<file path="config.mk">
export PLATFORM = sky130hd
export DESIGN_NAME = tsc_timer_section
export DESIGN_NICKNAME = d
export VERILOG_FILES = /design/src/design/tsc_pkg.sv /design/src/design/tsc_prescaler.sv /design/src/design/tsc_sync.sv /design/src/design/tsc_timer_section.sv
export SDC_FILE = /design/constraint.sdc
export NUM_CORES = 1
export LEC_CHECK = 0
export ABC_AREA = 1
export CORE_MARGIN = 2
export CORE_UTILIZATION = 40
export CTS_CLUSTER_DIAMETER = 120
export DETAILED_ROUTE_END_ITERATION = 8
export DONT_BUFFER_PORTS = 1
export GPL_TIMING_DRIVEN = 1
export HOLD_SLACK_MARGIN = 0.15
export SLEW_MARGIN = 5
export SYNTH_ARGS = -nofsm -noshare
export SYNTH_HDL_FRONTEND = slang
export SYNTH_SLANG_ARGS = --single-unit
</file>
<file path="constraint.sdc">
create_clock -name clk -period 2.3 [get_ports clk]
set_clock_uncertainty 0.2 [all_clocks]
set_input_delay 0.46 -clock clk [delete_from_list [all_inputs] [get_ports clk]]
set_output_delay 0.46 -clock clk [all_outputs]
set_load 0.01 [all_outputs]
</file>
<file path="src/design/tsc_pkg.sv">
package tsc_pkg;

	// ----------------------------------------------------------------
	// register indices (byte address is four times the index)
	// ----------------------------------------------------------------
	localparam int ADDR_W = 10;
	localparam logic [7:0] IDX_RUN_CTRL = 8'h0E;
	localparam logic [7:0] IDX_T0_MODE = 8'h0F;
	localparam logic [7:0] IDX_RELOAD_HI = 8'h10;
	localparam logic [7:0] IDX_RELOAD_LO = 8'h11;
	localparam logic [7:0] IDX_COUNT_HI = 8'h12;
	localparam logic [7:0] IDX_COUNT_LO = 8'h13;
	localparam logic [7:0] IDX_IRQ_STATUS = 8'h20;
	localparam logic [7:0] IDX_IRQ_MASK = 8'h21;

	// ----------------------------------------------------------------
	// field positions
	// ----------------------------------------------------------------
	localparam int RUN_LSB = 4;
	localparam int STOP_RX_BIT = 7;
	localparam int START_LSB = 4;
	localparam int AUTO_BIT = 3;
	localparam int CLKSEL_LSB = 0;
	localparam logic [7:0] MODE_WR_MASK = 8'hBB;
	localparam int IRQ_UNDERFLOW_BIT = 0;
	localparam int IRQ_RX_STOP_BIT = 1;

	// ----------------------------------------------------------------
	// reset values
	// ----------------------------------------------------------------
	localparam logic [3:0] RUN_RST = 4'h0;
	localparam logic [7:0] MODE_RST = 8'h00;
	localparam logic [15:0] RELOAD_RST = 16'h0000;
	localparam logic [15:0] COUNT_RST = 16'h0000;
	localparam logic [1:0] IRQ_RST = 2'h0;

	// ----------------------------------------------------------------
	// bus answers
	// ----------------------------------------------------------------
	localparam logic [1:0] RESP_OKAY = 2'h0;
	localparam logic [1:0] RESP_SLVERR = 2'h2;

	// ----------------------------------------------------------------
	// timing: counting clock and its divided tick
	// ----------------------------------------------------------------
	localparam int SYS_CLK_HZ = 13_560_000;
	localparam int DIV_CLK_HZ = 211_875;
	localparam int DIV_RATIO = SYS_CLK_HZ / DIV_CLK_HZ;
	localparam int DIV_W = $clog2(DIV_RATIO);
	localparam logic [DIV_W-1:0] DIV_LAST = DIV_W'(DIV_RATIO - 1);

	typedef enum logic [1:0] {
		START_NONE,
		START_AFTER_TX,
		START_LFO_HOLD,
		START_LFO_WRAP
	} tsc_start_e;

	typedef enum logic [1:0] {
		CLK_SYS,
		CLK_DIV,
		CLK_T2_UNDERFLOW,
		CLK_T1_UNDERFLOW
	} tsc_clksel_e;

	function automatic logic [7:0] tsc_reg_index(input logic [ADDR_W-1:0] addr);
		tsc_reg_index = addr[ADDR_W-1:2];
	endfunction

endpackage

</file>
<file path="src/design/tsc_prescaler.sv">
`timescale 1ns/1ps
module tsc_prescaler
	import tsc_pkg::*;
(
	// clock and reset
	input wire logic clk,
	input wire logic arst_n,
	input wire logic ce,
	// divided tick
	output logic tick
);

	logic [DIV_W-1:0] div_reg;
	logic [DIV_W-1:0] div_next;
	logic tick_reg;

	// free running so the tick phase never depends on start time
	assign div_next = (div_reg == DIV_LAST) ? '0 : DIV_W'(div_reg + 1'b1);
	assign tick = tick_reg;

	always_ff @(posedge clk or negedge arst_n)
		if (!arst_n)
		begin
			div_reg <= '0;
			tick_reg <= 1'b0;
		end
		else if (ce)
		begin
			div_reg <= div_next;
			tick_reg <= (div_reg == DIV_LAST);
		end

endmodule

</file>
<file path="src/design/tsc_sync.sv">
`timescale 1ns/1ps
module tsc_sync
	import tsc_pkg::*;
(
	// clock and reset
	input wire logic clk,
	input wire logic arst_n,
	input wire logic ce,
	// pin side
	input wire logic pin_in,
	// clean level
	output logic level
);

	logic s1_reg;
	logic s2_reg;
	logic s3_reg;
	logic level_reg;

	assign level = level_reg;

	// a change counts only once stages two and three agree
	always_ff @(posedge clk or negedge arst_n)
		if (!arst_n)
		begin
			s1_reg <= 1'b0;
			s2_reg <= 1'b0;
			s3_reg <= 1'b0;
			level_reg <= 1'b0;
		end
		else if (ce)
		begin
			s1_reg <= pin_in;
			s2_reg <= s1_reg;
			s3_reg <= s2_reg;
			if (s2_reg == s3_reg)
				level_reg <= s3_reg;
		end

endmodule

</file>
<file path="src/design/tsc_timer_section.sv">
// Notes on behaviour
// - run bits change only where mask bit set
// - all ones starts all; F0 changes nothing
// - bits 7..4 show and steer timer running
// - mode: stop-rx 7, start 5:4, restart 3, clk 1:0
// - stop-rx set: stop after first four bits
// - stop-rx ignored in oscillator trimming modes
// - start 00 manual; 01 starts after transmit
// - trimming modes start/stop on oscillator rising edges
// - restart set: reload at zero, keep counting; start 10 holds at zero
// - restart clear: stop at zero, clear running; start 10 holds at zero
// - underflow sets the timer interrupt flag
// - clock 00 system clock, 01 divided clock
// - clock 10 timer two, 11 timer one underflow
// - start loads counter from reload bytes
`timescale 1ns/1ps
module tsc_timer_section
	import tsc_pkg::*;
(
	// clock and reset
	input wire logic clk,
	input wire logic arst_n,
	input wire logic ce,
	// axi4-lite write address
	input wire logic s_axi_awvalid,
	output logic s_axi_awready,
	input wire logic [ADDR_W-1:0] s_axi_awaddr,
	// axi4-lite write data
	input wire logic s_axi_wvalid,
	output logic s_axi_wready,
	input wire logic [31:0] s_axi_wdata,
	input wire logic [3:0] s_axi_wstrb,
	// axi4-lite write response
	output logic s_axi_bvalid,
	input wire logic s_axi_bready,
	output logic [1:0] s_axi_bresp,
	// axi4-lite read address
	input wire logic s_axi_arvalid,
	output logic s_axi_arready,
	input wire logic [ADDR_W-1:0] s_axi_araddr,
	// axi4-lite read data
	output logic s_axi_rvalid,
	input wire logic s_axi_rready,
	output logic [31:0] s_axi_rdata,
	output logic [1:0] s_axi_rresp,
	// frame events from the transceiver
	input wire logic tx_frame_done,
	input wire logic rx_first_bits,
	// low_freq_oscillator pin
	input wire logic low_freq_oscillator,
	// neighbour timer underflows
	input wire logic timer_one_underflow,
	input wire logic timer_two_underflow,
	// timer state
	output logic timer_three_active,
	output logic timer_two_active,
	output logic timer_one_active,
	output logic timer_zero_active,
	output logic timer_zero_underflow,
	// interrupt
	output logic irq
);

	// ----------------------------------------------------------------
	// bus slave
	// ----------------------------------------------------------------
	logic aw_held_reg;
	logic w_held_reg;
	logic [ADDR_W-1:0] awaddr_reg;
	logic [7:0] wdata_reg;
	logic wstrb0_reg;
	logic bvalid_reg;
	logic [1:0] bresp_reg;
	logic rvalid_reg;
	logic [31:0] rdata_reg;
	logic [1:0] rresp_reg;

	logic wr_fire;
	logic ar_fire;
	logic [7:0] wr_idx;
	logic [7:0] rd_idx;
	logic wr_mapped;
	logic rd_mapped;
	logic [7:0] rd_byte;

	function automatic logic idx_mapped(input logic [7:0] idx);
		idx_mapped = (idx >= IDX_RUN_CTRL && idx <= IDX_COUNT_LO) ||
			idx == IDX_IRQ_STATUS || idx == IDX_IRQ_MASK;
	endfunction

	assign s_axi_awready = ce && !aw_held_reg && !bvalid_reg;
	assign s_axi_wready = ce && !w_held_reg && !bvalid_reg;
	assign s_axi_arready = ce && !rvalid_reg;
	// frozen responses must not complete a handshake
	assign s_axi_bvalid = ce && bvalid_reg;
	assign s_axi_rvalid = ce && rvalid_reg;
	assign s_axi_bresp = bresp_reg;
	assign s_axi_rdata = rdata_reg;
	assign s_axi_rresp = rresp_reg;

	assign wr_fire = ce && aw_held_reg && w_held_reg && !bvalid_reg;
	assign ar_fire = s_axi_arvalid && s_axi_arready;
	assign wr_idx = tsc_reg_index(awaddr_reg);
	assign rd_idx = tsc_reg_index(s_axi_araddr);
	assign wr_mapped = idx_mapped(wr_idx);
	assign rd_mapped = idx_mapped(rd_idx);

	always_ff @(posedge clk or negedge arst_n)
		if (!arst_n)
		begin
			aw_held_reg <= 1'b0;
			w_held_reg <= 1'b0;
			awaddr_reg <= '0;
			wdata_reg <= 8'h00;
			wstrb0_reg <= 1'b0;
			bvalid_reg <= 1'b0;
			bresp_reg <= RESP_OKAY;
		end
		else if (ce)
		begin
			if (s_axi_awvalid && s_axi_awready)
			begin
				aw_held_reg <= 1'b1;
				awaddr_reg <= s_axi_awaddr;
			end
			if (s_axi_wvalid && s_axi_wready)
			begin
				w_held_reg <= 1'b1;
				wdata_reg <= s_axi_wdata[7:0];
				wstrb0_reg <= s_axi_wstrb[0];
			end
			if (wr_fire)
			begin
				aw_held_reg <= 1'b0;
				w_held_reg <= 1'b0;
				bvalid_reg <= 1'b1;
				bresp_reg <= wr_mapped ? RESP_OKAY : RESP_SLVERR;
			end
			else if (bvalid_reg && s_axi_bready)
				bvalid_reg <= 1'b0;
		end

	always_ff @(posedge clk or negedge arst_n)
		if (!arst_n)
		begin
			rvalid_reg <= 1'b0;
			rdata_reg <= 32'h0000_0000;
			rresp_reg <= RESP_OKAY;
		end
		else if (ce)
		begin
			if (ar_fire)
			begin
				rvalid_reg <= 1'b1;
				rdata_reg <= {24'h00_0000, rd_byte};
				rresp_reg <= rd_mapped ? RESP_OKAY : RESP_SLVERR;
			end
			else if (rvalid_reg && s_axi_rready)
				rvalid_reg <= 1'b0;
		end

	// ----------------------------------------------------------------
	// registers
	// ----------------------------------------------------------------
	logic [3:1] run_hi_reg;
	logic [7:0] mode_reg;
	logic [15:0] reload_reg;
	logic [15:0] count_reg;
	logic [15:0] count_next;
	logic run0_reg;
	logic run0_next;
	logic [1:0] irq_status_reg;
	logic [1:0] irq_mask_reg;
	logic [1:0] irq_set;
	logic uf_reg;

	logic wr_en;
	logic wr_run;
	logic sw_t0;
	logic stop_rx;
	logic auto_restart;
	tsc_start_e start_mode;
	tsc_clksel_e clk_sel;

	assign wr_en = wr_fire && wstrb0_reg;
	assign wr_run = wr_en && wr_idx == IDX_RUN_CTRL;
	assign sw_t0 = wr_run && wdata_reg[0];
	assign stop_rx = mode_reg[STOP_RX_BIT];
	assign auto_restart = mode_reg[AUTO_BIT];
	assign start_mode = tsc_start_e'(mode_reg[START_LSB+1:START_LSB]);
	assign clk_sel = tsc_clksel_e'(mode_reg[CLKSEL_LSB+1:CLKSEL_LSB]);

	// mask bits are strobes and always read back as zero
	assign rd_byte =
		(rd_idx == IDX_RUN_CTRL) ? {run_hi_reg, run0_reg, 4'h0} :
		(rd_idx == IDX_T0_MODE) ? mode_reg :
		(rd_idx == IDX_RELOAD_HI) ? reload_reg[15:8] :
		(rd_idx == IDX_RELOAD_LO) ? reload_reg[7:0] :
		(rd_idx == IDX_COUNT_HI) ? count_reg[15:8] :
		(rd_idx == IDX_COUNT_LO) ? count_reg[7:0] :
		(rd_idx == IDX_IRQ_STATUS) ? {6'h00, irq_status_reg} :
		(rd_idx == IDX_IRQ_MASK) ? {6'h00, irq_mask_reg} : 8'h00;

	// timers three..one only keep their running bit here
	genvar gi;
	generate
		for (gi = 1; gi < 4; gi++)
		begin : g_run
			always_ff @(posedge clk or negedge arst_n)
				if (!arst_n)
					run_hi_reg[gi] <= RUN_RST[gi];
				else if (ce && wr_run && wdata_reg[gi])
					run_hi_reg[gi] <= wdata_reg[RUN_LSB+gi];
		end
	endgenerate

	always_ff @(posedge clk or negedge arst_n)
		if (!arst_n)
		begin
			mode_reg <= MODE_RST;
			reload_reg <= RELOAD_RST;
			irq_mask_reg <= IRQ_RST;
		end
		else if (ce && wr_en)
		begin
			if (wr_idx == IDX_T0_MODE)
				mode_reg <= wdata_reg & MODE_WR_MASK;
			if (wr_idx == IDX_RELOAD_HI)
				reload_reg[15:8] <= wdata_reg;
			if (wr_idx == IDX_RELOAD_LO)
				reload_reg[7:0] <= wdata_reg;
			if (wr_idx == IDX_IRQ_MASK)
				irq_mask_reg <= wdata_reg[1:0];
		end

	// ----------------------------------------------------------------
	// timer zero
	// ----------------------------------------------------------------
	logic div_tick;
	logic lfo_level;
	logic lfo_prev_reg;
	logic lfo_rise;
	logic lfo_mode;
	logic hw_start;
	logic rx_stop;
	logic lfo_stop;
	logic tick;
	logic at_zero;
	logic uf_event;

	tsc_prescaler u_prescaler (
		.clk(clk),
		.arst_n(arst_n),
		.ce(ce),
		.tick(div_tick)
	);

	tsc_sync u_lfo_sync (
		.clk(clk),
		.arst_n(arst_n),
		.ce(ce),
		.pin_in(low_freq_oscillator),
		.level(lfo_level)
	);

	assign lfo_rise = lfo_level && !lfo_prev_reg;
	assign lfo_mode = start_mode == START_LFO_HOLD || start_mode == START_LFO_WRAP;
	assign hw_start = !run0_reg && ((start_mode == START_AFTER_TX && tx_frame_done) ||
		(lfo_mode && lfo_rise));
	assign rx_stop = run0_reg && stop_rx && !lfo_mode && rx_first_bits;
	assign lfo_stop = run0_reg && lfo_mode && lfo_rise;
	assign tick = run0_reg && (
		(clk_sel == CLK_SYS) ||
		(clk_sel == CLK_DIV && div_tick) ||
		(clk_sel == CLK_T2_UNDERFLOW && timer_two_underflow) ||
		(clk_sel == CLK_T1_UNDERFLOW && timer_one_underflow));
	assign at_zero = count_reg == 16'h0000;
	// hold-type trimming parks at zero without underflowing
	assign uf_event = ce && !sw_t0 && !rx_stop && !lfo_stop && tick && at_zero &&
		start_mode != START_LFO_HOLD;

	always_comb
	begin
		run0_next = run0_reg;
		count_next = count_reg;
		if (sw_t0)
		begin
			run0_next = wdata_reg[RUN_LSB];
			if (wdata_reg[RUN_LSB])
				count_next = reload_reg;
		end
		else if (rx_stop || lfo_stop)
			run0_next = 1'b0;
		else if (hw_start)
		begin
			run0_next = 1'b1;
			count_next = reload_reg;
		end
		else if (tick)
		begin
			if (!at_zero)
				count_next = 16'(count_reg - 16'h0001);
			else if (start_mode == START_LFO_HOLD)
				count_next = count_reg;
			else if (auto_restart)
				count_next = reload_reg;
			else
				run0_next = 1'b0;
		end
	end

	assign irq_set[IRQ_UNDERFLOW_BIT] = uf_event;
	assign irq_set[IRQ_RX_STOP_BIT] = ce && !sw_t0 && rx_stop;

	always_ff @(posedge clk or negedge arst_n)
		if (!arst_n)
		begin
			run0_reg <= RUN_RST[0];
			count_reg <= COUNT_RST;
			lfo_prev_reg <= 1'b0;
			uf_reg <= 1'b0;
			irq_status_reg <= IRQ_RST;
		end
		else if (ce)
		begin
			run0_reg <= run0_next;
			count_reg <= count_next;
			lfo_prev_reg <= lfo_level;
			uf_reg <= uf_event;
			// a new event wins over a clear in the same cycle
			irq_status_reg <= (irq_status_reg &
				~((wr_en && wr_idx == IDX_IRQ_STATUS) ? wdata_reg[1:0] : 2'h0)) | irq_set;
		end

	assign timer_three_active = run_hi_reg[3];
	assign timer_two_active = run_hi_reg[2];
	assign timer_one_active = run_hi_reg[1];
	assign timer_zero_active = run0_reg;
	assign timer_zero_underflow = uf_reg;
	assign irq = |(irq_status_reg & irq_mask_reg);
endmodule

</file>
==> results of run 1 <==
## where the power goes
part | leakage (nW) | switching [mW] | internal, mW
registers | 1.19 | 0.248 | 1.89
clock network | 0.130 | 0.628 | 0.752
logic | 1.59 | 0.546 | 0.295
## layer usage
layer | wire length [um] | up-vias | GRT usage, % | share of wire, %
met1 | 5710 | 2076 | 26.6 | 44
met2 | 6070 | 162 | 33.9 | 47
met3 | 908 | 22 | 5.40 | 7.0
met4 | 233 | 0 | 5.95 | 1.8
li1 | - | 2212 | - | -
met5 | 0 | - | 0 | 0
## layout make-up
| type | instances | area (um^2) |
|---|---|---|
| clock buffer | 10 | 239 |
| sequential | 90 | 2250 |
| inverter | 71 | 267 |
| fill | 1230 | 6460 |
| multi-input combinational | 514 | 2350 |
| clock inverter | 4 | 30.0 |
| tap | 168 | 210 |
| timing repair buffer | 37 | 358 |
## per-stage QoR
step	util [%]	power, mW	worst slack, ns
CTS	46.8	4.38	0.151
global route	46.9	4.64	0.0147
global placement	42.8	2.92	0.183
finish	46.9	4.36	0.216
detailed placement	42.8	2.97	0.173
floorplan	-	2.74	0.322
## how the worst max path moves through the flow
stage,endpoint,start,depth (start not counted),slack (ns)
6_report,count_reg[5],count_reg[0],11,0.22
5_1_grt,count_reg[10],count_reg[0],11,0.01
4_1_cts,count_reg[7],awaddr_reg[9],12,0.15
3_5_place_dp,count_reg[7],awaddr_reg[9],12,0.17
3_3_place_gp,count_reg[7],awaddr_reg[9],12,0.18
2_1_floorplan,count_reg[9],count_reg[0],11,0.32
## worst max-delay path, stage by stage (launching register included)
cell and delay (ns):
dfrtp_1 0.38, inv_1 0.11, ha_1 0.20, nand4_1 0.20, nor2_4 0.19, nand4_4 0.14
nand2_1 0.17, nand2_1 0.08, nand2_2 0.09, buf_12 0.14, nand2_1 0.05, nand2_1 0.06
## logic make-up (layout without fill, tap and decap cells)
group / Yosys count / in the layout / synth area share (%)
and+or+nand+nor: 384 / 384 / 32.2
buffers and inverters: 111 / 122 / 10.6
DFF: 90 / 90 / 44.8
AOI/OAI and AO/OA: 89 / 89 / 9.55
xor gates and xnor gates: 13 / 13 / 2.26
adders and majority gates: 2 / 2 / 0.497
other: 1 / 26 / 0.0746
## placed cells by master (no fill, tap or decap), drive strengths merged, types with 4 or more instances in the layout
master / count
nand4: 10
nand2: 247
xor2: 12
inv: 70
clkinv: 4
buf: 15
nor3: 8
conb: 26
nand3: 51
dlygate4sd3: 22
a21oi: 15
clkbuf: 10
o22ai: 4
o21ai: 64
nor2: 59
or2: 5
dfrtp: 90
## repair_timing
action                                  in CTS  in global routing
gates resized for setup                      0                  3
setup buffers                                0                  0
endpoints found under the setup margin       0                 13
hold endpoints to repair                   120                 90
==> impl_metrics.tcl, run 1 <==
set metrics [dict create \
    ys_seq_area_share_pct 44.8 \
    synth_top_area_cell "dfrtp_1" \
    cp-start-kind "flop" \
    antenna_found_initial 0 \
    yosysWarnings 0 \
    period_share_pct 90.6 \
    drt_first_pass_iters 5 \
    die_area_um2 13500 \
    report.final.slew_viol_count 0 \
    cts_max_level 3 \
    finalSetupViolations 0 \
    synth-main-ff-cell "dfrtp_1" \
    core-area_um2 12200 \
    place_hpwl_mm 9.51 \
    vias 4472 \
    dpl_cell_area_um2 5200 \
    critical_path_class "flop to flop" \
    grt_max_degree 91 \
    drc_errors 0 \
    start_util_pct 41.4 \
    maxCapViolCount 0 \
    avgRoutedWirePerCell_um 14.5 \
    layout.cells.non_filler 894 \
    rsz0062_at_grt "false" \
    clock.fmax_mhz 480 \
    cts.path.max_buffers 2 \
    synthTopCellsByCount "nand2_1, dfrtp_1, inv_1" \
    mappedNetlistArea_um2 5030 \
    fin_crit_ns 2.08 \
    ant_nets 0 \
    critPathMaxFanout 16 \
    end_kind "flop" \
    grt_pass1_vias 4276 \
    synthArstFlopShare_pct 100 \
    area_growth_pct 13.4 \
    num_io_pins 116 \
    pwr_density_cell_nw_per_um2 764 \
    ctsRootBufferMaster "clkbuf_16" \
    synth_seq_cells 90 \
    synth-edff-count 0 \
    cts_tree "built" \
    via_per_inst 5.00 \
    clk_pin_slew_worst_paths_ns 0.07 \
    first_iter_violations 271 \
    fin_hold_ws_ns -0.393 \
    wl_mm 12.9 \
    post-synth-top-count-cell "nand2_1" \
    diodes 0 \
    numCtsBuffers 9 \
    ys_types 34 \
    grt_usage_pct 20.5 \
    overflow 0 \
    leakage_nw 2.91 \
    synthTopCellsByArea "dfrtp_1, nand2_1, o21ai_0" \
    regToRegSetupSlack_ns 0.22 \
    ir_drop_uv 693 \
    die_w_um 116 \
    yosys.area.top_type_share_pct 44.8 \
    cts_hold_buf 22 \
    io_buffers 0 \
    cts.sinks 90 \
    syn_avg_cell_area_um2 7.29 \
    gp_congestion 0.932 \
    tightest_slew_ns 0.595 \
    arrival_ns 2.17 \
    timing.rr.start "count_reg[0]" \
    synthCells 690 \
    violations "negative hold slack" \
    fin_setup_tns_ns 0 \
    outcome "finished with violations" \
    layout.nets 794 \
    cp.required_ns 2.38 \
    rr_worst_depth 11 \
    dp.cells 858 \
    grt_pass1_wl_mm 21.3 \
    clkLatencyLatePin_ns 0.35 \
    slew_headroom_pct 60.2 \
    drive_gt1_share_pct 6.34 \
    design_area_um2 5700 \
    placementRows 40 \
    hp-class "input pin to asynchronous set/reset pin" \
    r2r_end "count_reg[5]" \
    hold_viol_final 90 \
    dieHeight_um 116 \
]
(Power assumes the default switching activity.)
==> run 2, diff against run 1 <==
CORE_MARGIN = 8   (was 2)
==> impl_metrics.tcl, run 2 (synthesis gave the netlist of run 1 again) <==
set metrics [dict create \
    outcome "finished with violations" \
    violations "negative hold slack" \
    cts_hold_buf 23 \
    leakage_nw 2.96 \
    pre_cts_ws_ns 0.0701 \
    cts_max_level 3 \
    end_kind "flop" \
    finalSetupViolations 0 \
    ant_nets 0 \
    die_w_um 128 \
    first_iter_violations 343 \
    cp-start-kind "flop" \
    slew_headroom_pct 61.5 \
    dieHeight_um 128 \
    grt_pass1_vias 4465 \
    arrival_ns 2.19 \
    avgRoutedWirePerCell_um 14.9 \
    clkLatencyLatePin_ns 0.34 \
    place_hpwl_mm 10.2 \
    gp_congestion 0.887 \
    combPwrFrac_pct 19.7 \
    period_share_pct 93.7 \
    ctsRootBufferMaster "clkbuf_16" \
    num_io_pins 116 \
    critPathBufInv 3 \
    diodes 0 \
    grt_usage_pct 17.0 \
    start_util_pct 40.3 \
    max_stage_delay_ns 0.38 \
    numCtsBuffers 9 \
    maxCapViolCount 0 \
    p_sw_share_pct 31.7 \
    io_buffers 0 \
    nFillCells 1263 \
    timing.rr.start "count_reg[0]" \
    wl_mm 13.5 \
    fin_crit_ns 2.15 \
    fin_setup_tns_ns 0 \
    p_switching_mw 1.43 \
    multi_input_area_um2 2340 \
    seqCellArea_um2 2250 \
    pwr-share-seq_pct 47.2 \
    final_cell_mix "nand2_1, dfrtp_1, inv_1" \
    cell_internal_pwr_mw 3.08 \
    cts_tree "built" \
    die_area_um2 16400 \
    report.final.slew_viol_count 0 \
    clkPwrFrac_pct 33.1 \
    antenna_found_initial 0 \
    clock.fmax_mhz 464 \
    critical_path_class "flop to flop" \
    vias 4447 \
    overflow 0 \
    pwr_density_cell_nw_per_um2 777 \
    cts.path.max_buffers 2 \
    hp-class "input pin to asynchronous set/reset pin" \
    clk_pin_slew_worst_paths_ns 0.06 \
    layout_commonest_cell "nand2_1" \
    via_per_inst 4.91 \
    cts.sinks 90 \
    cp.required_ns 2.33 \
    drive_gt1_share_pct 7.08 \
    worstPathCellList "inv_1, ha_1, nand4_1, nor2_4, nand4_4, nand2_1, buf_4, a21oi_4, buf_12, nand2_1, nand2_1" \
    rsz0062_at_grt "false" \
    dpl_cell_area_um2 5250 \
    crit_slowest_cell "dfrtp_1" \
    path_delay_family "simple AND/OR/NAND/NOR gates" \
    grt_max_degree 91 \
    core-area_um2 12500 \
    grt_pass1_wl_mm 22.1 \
    path_common_cell "nand2_1" \
    drc_errors 0 \
    setup_ws_ns 0.146 \
    fin_hold_ws_ns -0.389 \
    layout.nets 801 \
    tightest_slew_ns 0.575 \
    drt_first_pass_iters 5 \
    crit_start "count_reg[0]" \
    critPathMaxFanout 16 \
    area_growth_pct 15.3 \
    design_area_um2 5800 \
    hold_viol_final 90 \
    ir_drop_uv 617 \
    placementRows 41 \
]
==> run 2: timing repair <==
action / in CTS / in global routing
resized for setup: 0 / 2
setup buffers: 0 / 1
endpoints found under the hold margin: 120 / 90
setup endpoints to repair: 0 / 17
==> run 2: path summary, 6_finish.rpt <==
kind                       depth (start not counted)            end  slack (ns)
max                                               11  count_reg[14]        0.15
min                                                0   count_reg[4]       -0.39
max reg2reg                                       11  count_reg[14]        0.15
min reg2reg                                        2   count_reg[0]        0.29
max in group asynchronous                          0     bvalid_reg        2.11
min in group clk                                   3  awaddr_reg[5]        0.21
==> run 2: cell type report <==
type	count	share of cell area (%)
Clock buffer	10	4.12
Tap cell	172	3.71
Timing Repair Buffer	44	7.40
Inverter	71	4.59
Sequential cell	90	38.8
Clock inverter	5	1.08
Multi-Input combinational cell	514	40.3
==> run 2: metal layers <==
layer | track usage (%) | wire length, um | vias up
met5 | 0 | 0 | -
met3 | 4.33 | 932 | 15
met2 | 28.8 | 6410 | 129
met4 | 5.38 | 192 | 0
met1 | 20.7 | 5950 | 2085
li1 | - | - | 2218
==> run 2: power groups by stage <==
stage / clock network [mW] / registers, mW / logic (mW)
finish: 1.49 / 2.13 / 0.886
global route: 1.59 / 2.17 / 1.02
CTS: 1.53 / 2.13 / 0.888
detailed placement: 0 / 2.16 / 0.833
global placement: 0 / 2.14 / 0.805
floorplan: 0 / 2.09 / 0.647
==> run 2: through the flow <==
| stage | cells | util, % | power (mW) | hold slack, ns |
|---|---|---|---|---|
| detailed placement | 867 | 42.1 | 2.99 | -0.0313 |
| finish | 906 | 46.5 | 4.51 | -0.389 |
| global route | 906 | 46.5 | 4.78 | -0.408 |
| CTS | 905 | 46.3 | 4.54 | -0.398 |
| floorplan | 715 | - | 2.74 | -0.0356 |
| global placement | 867 | 42.1 | 2.95 | -0.0310 |
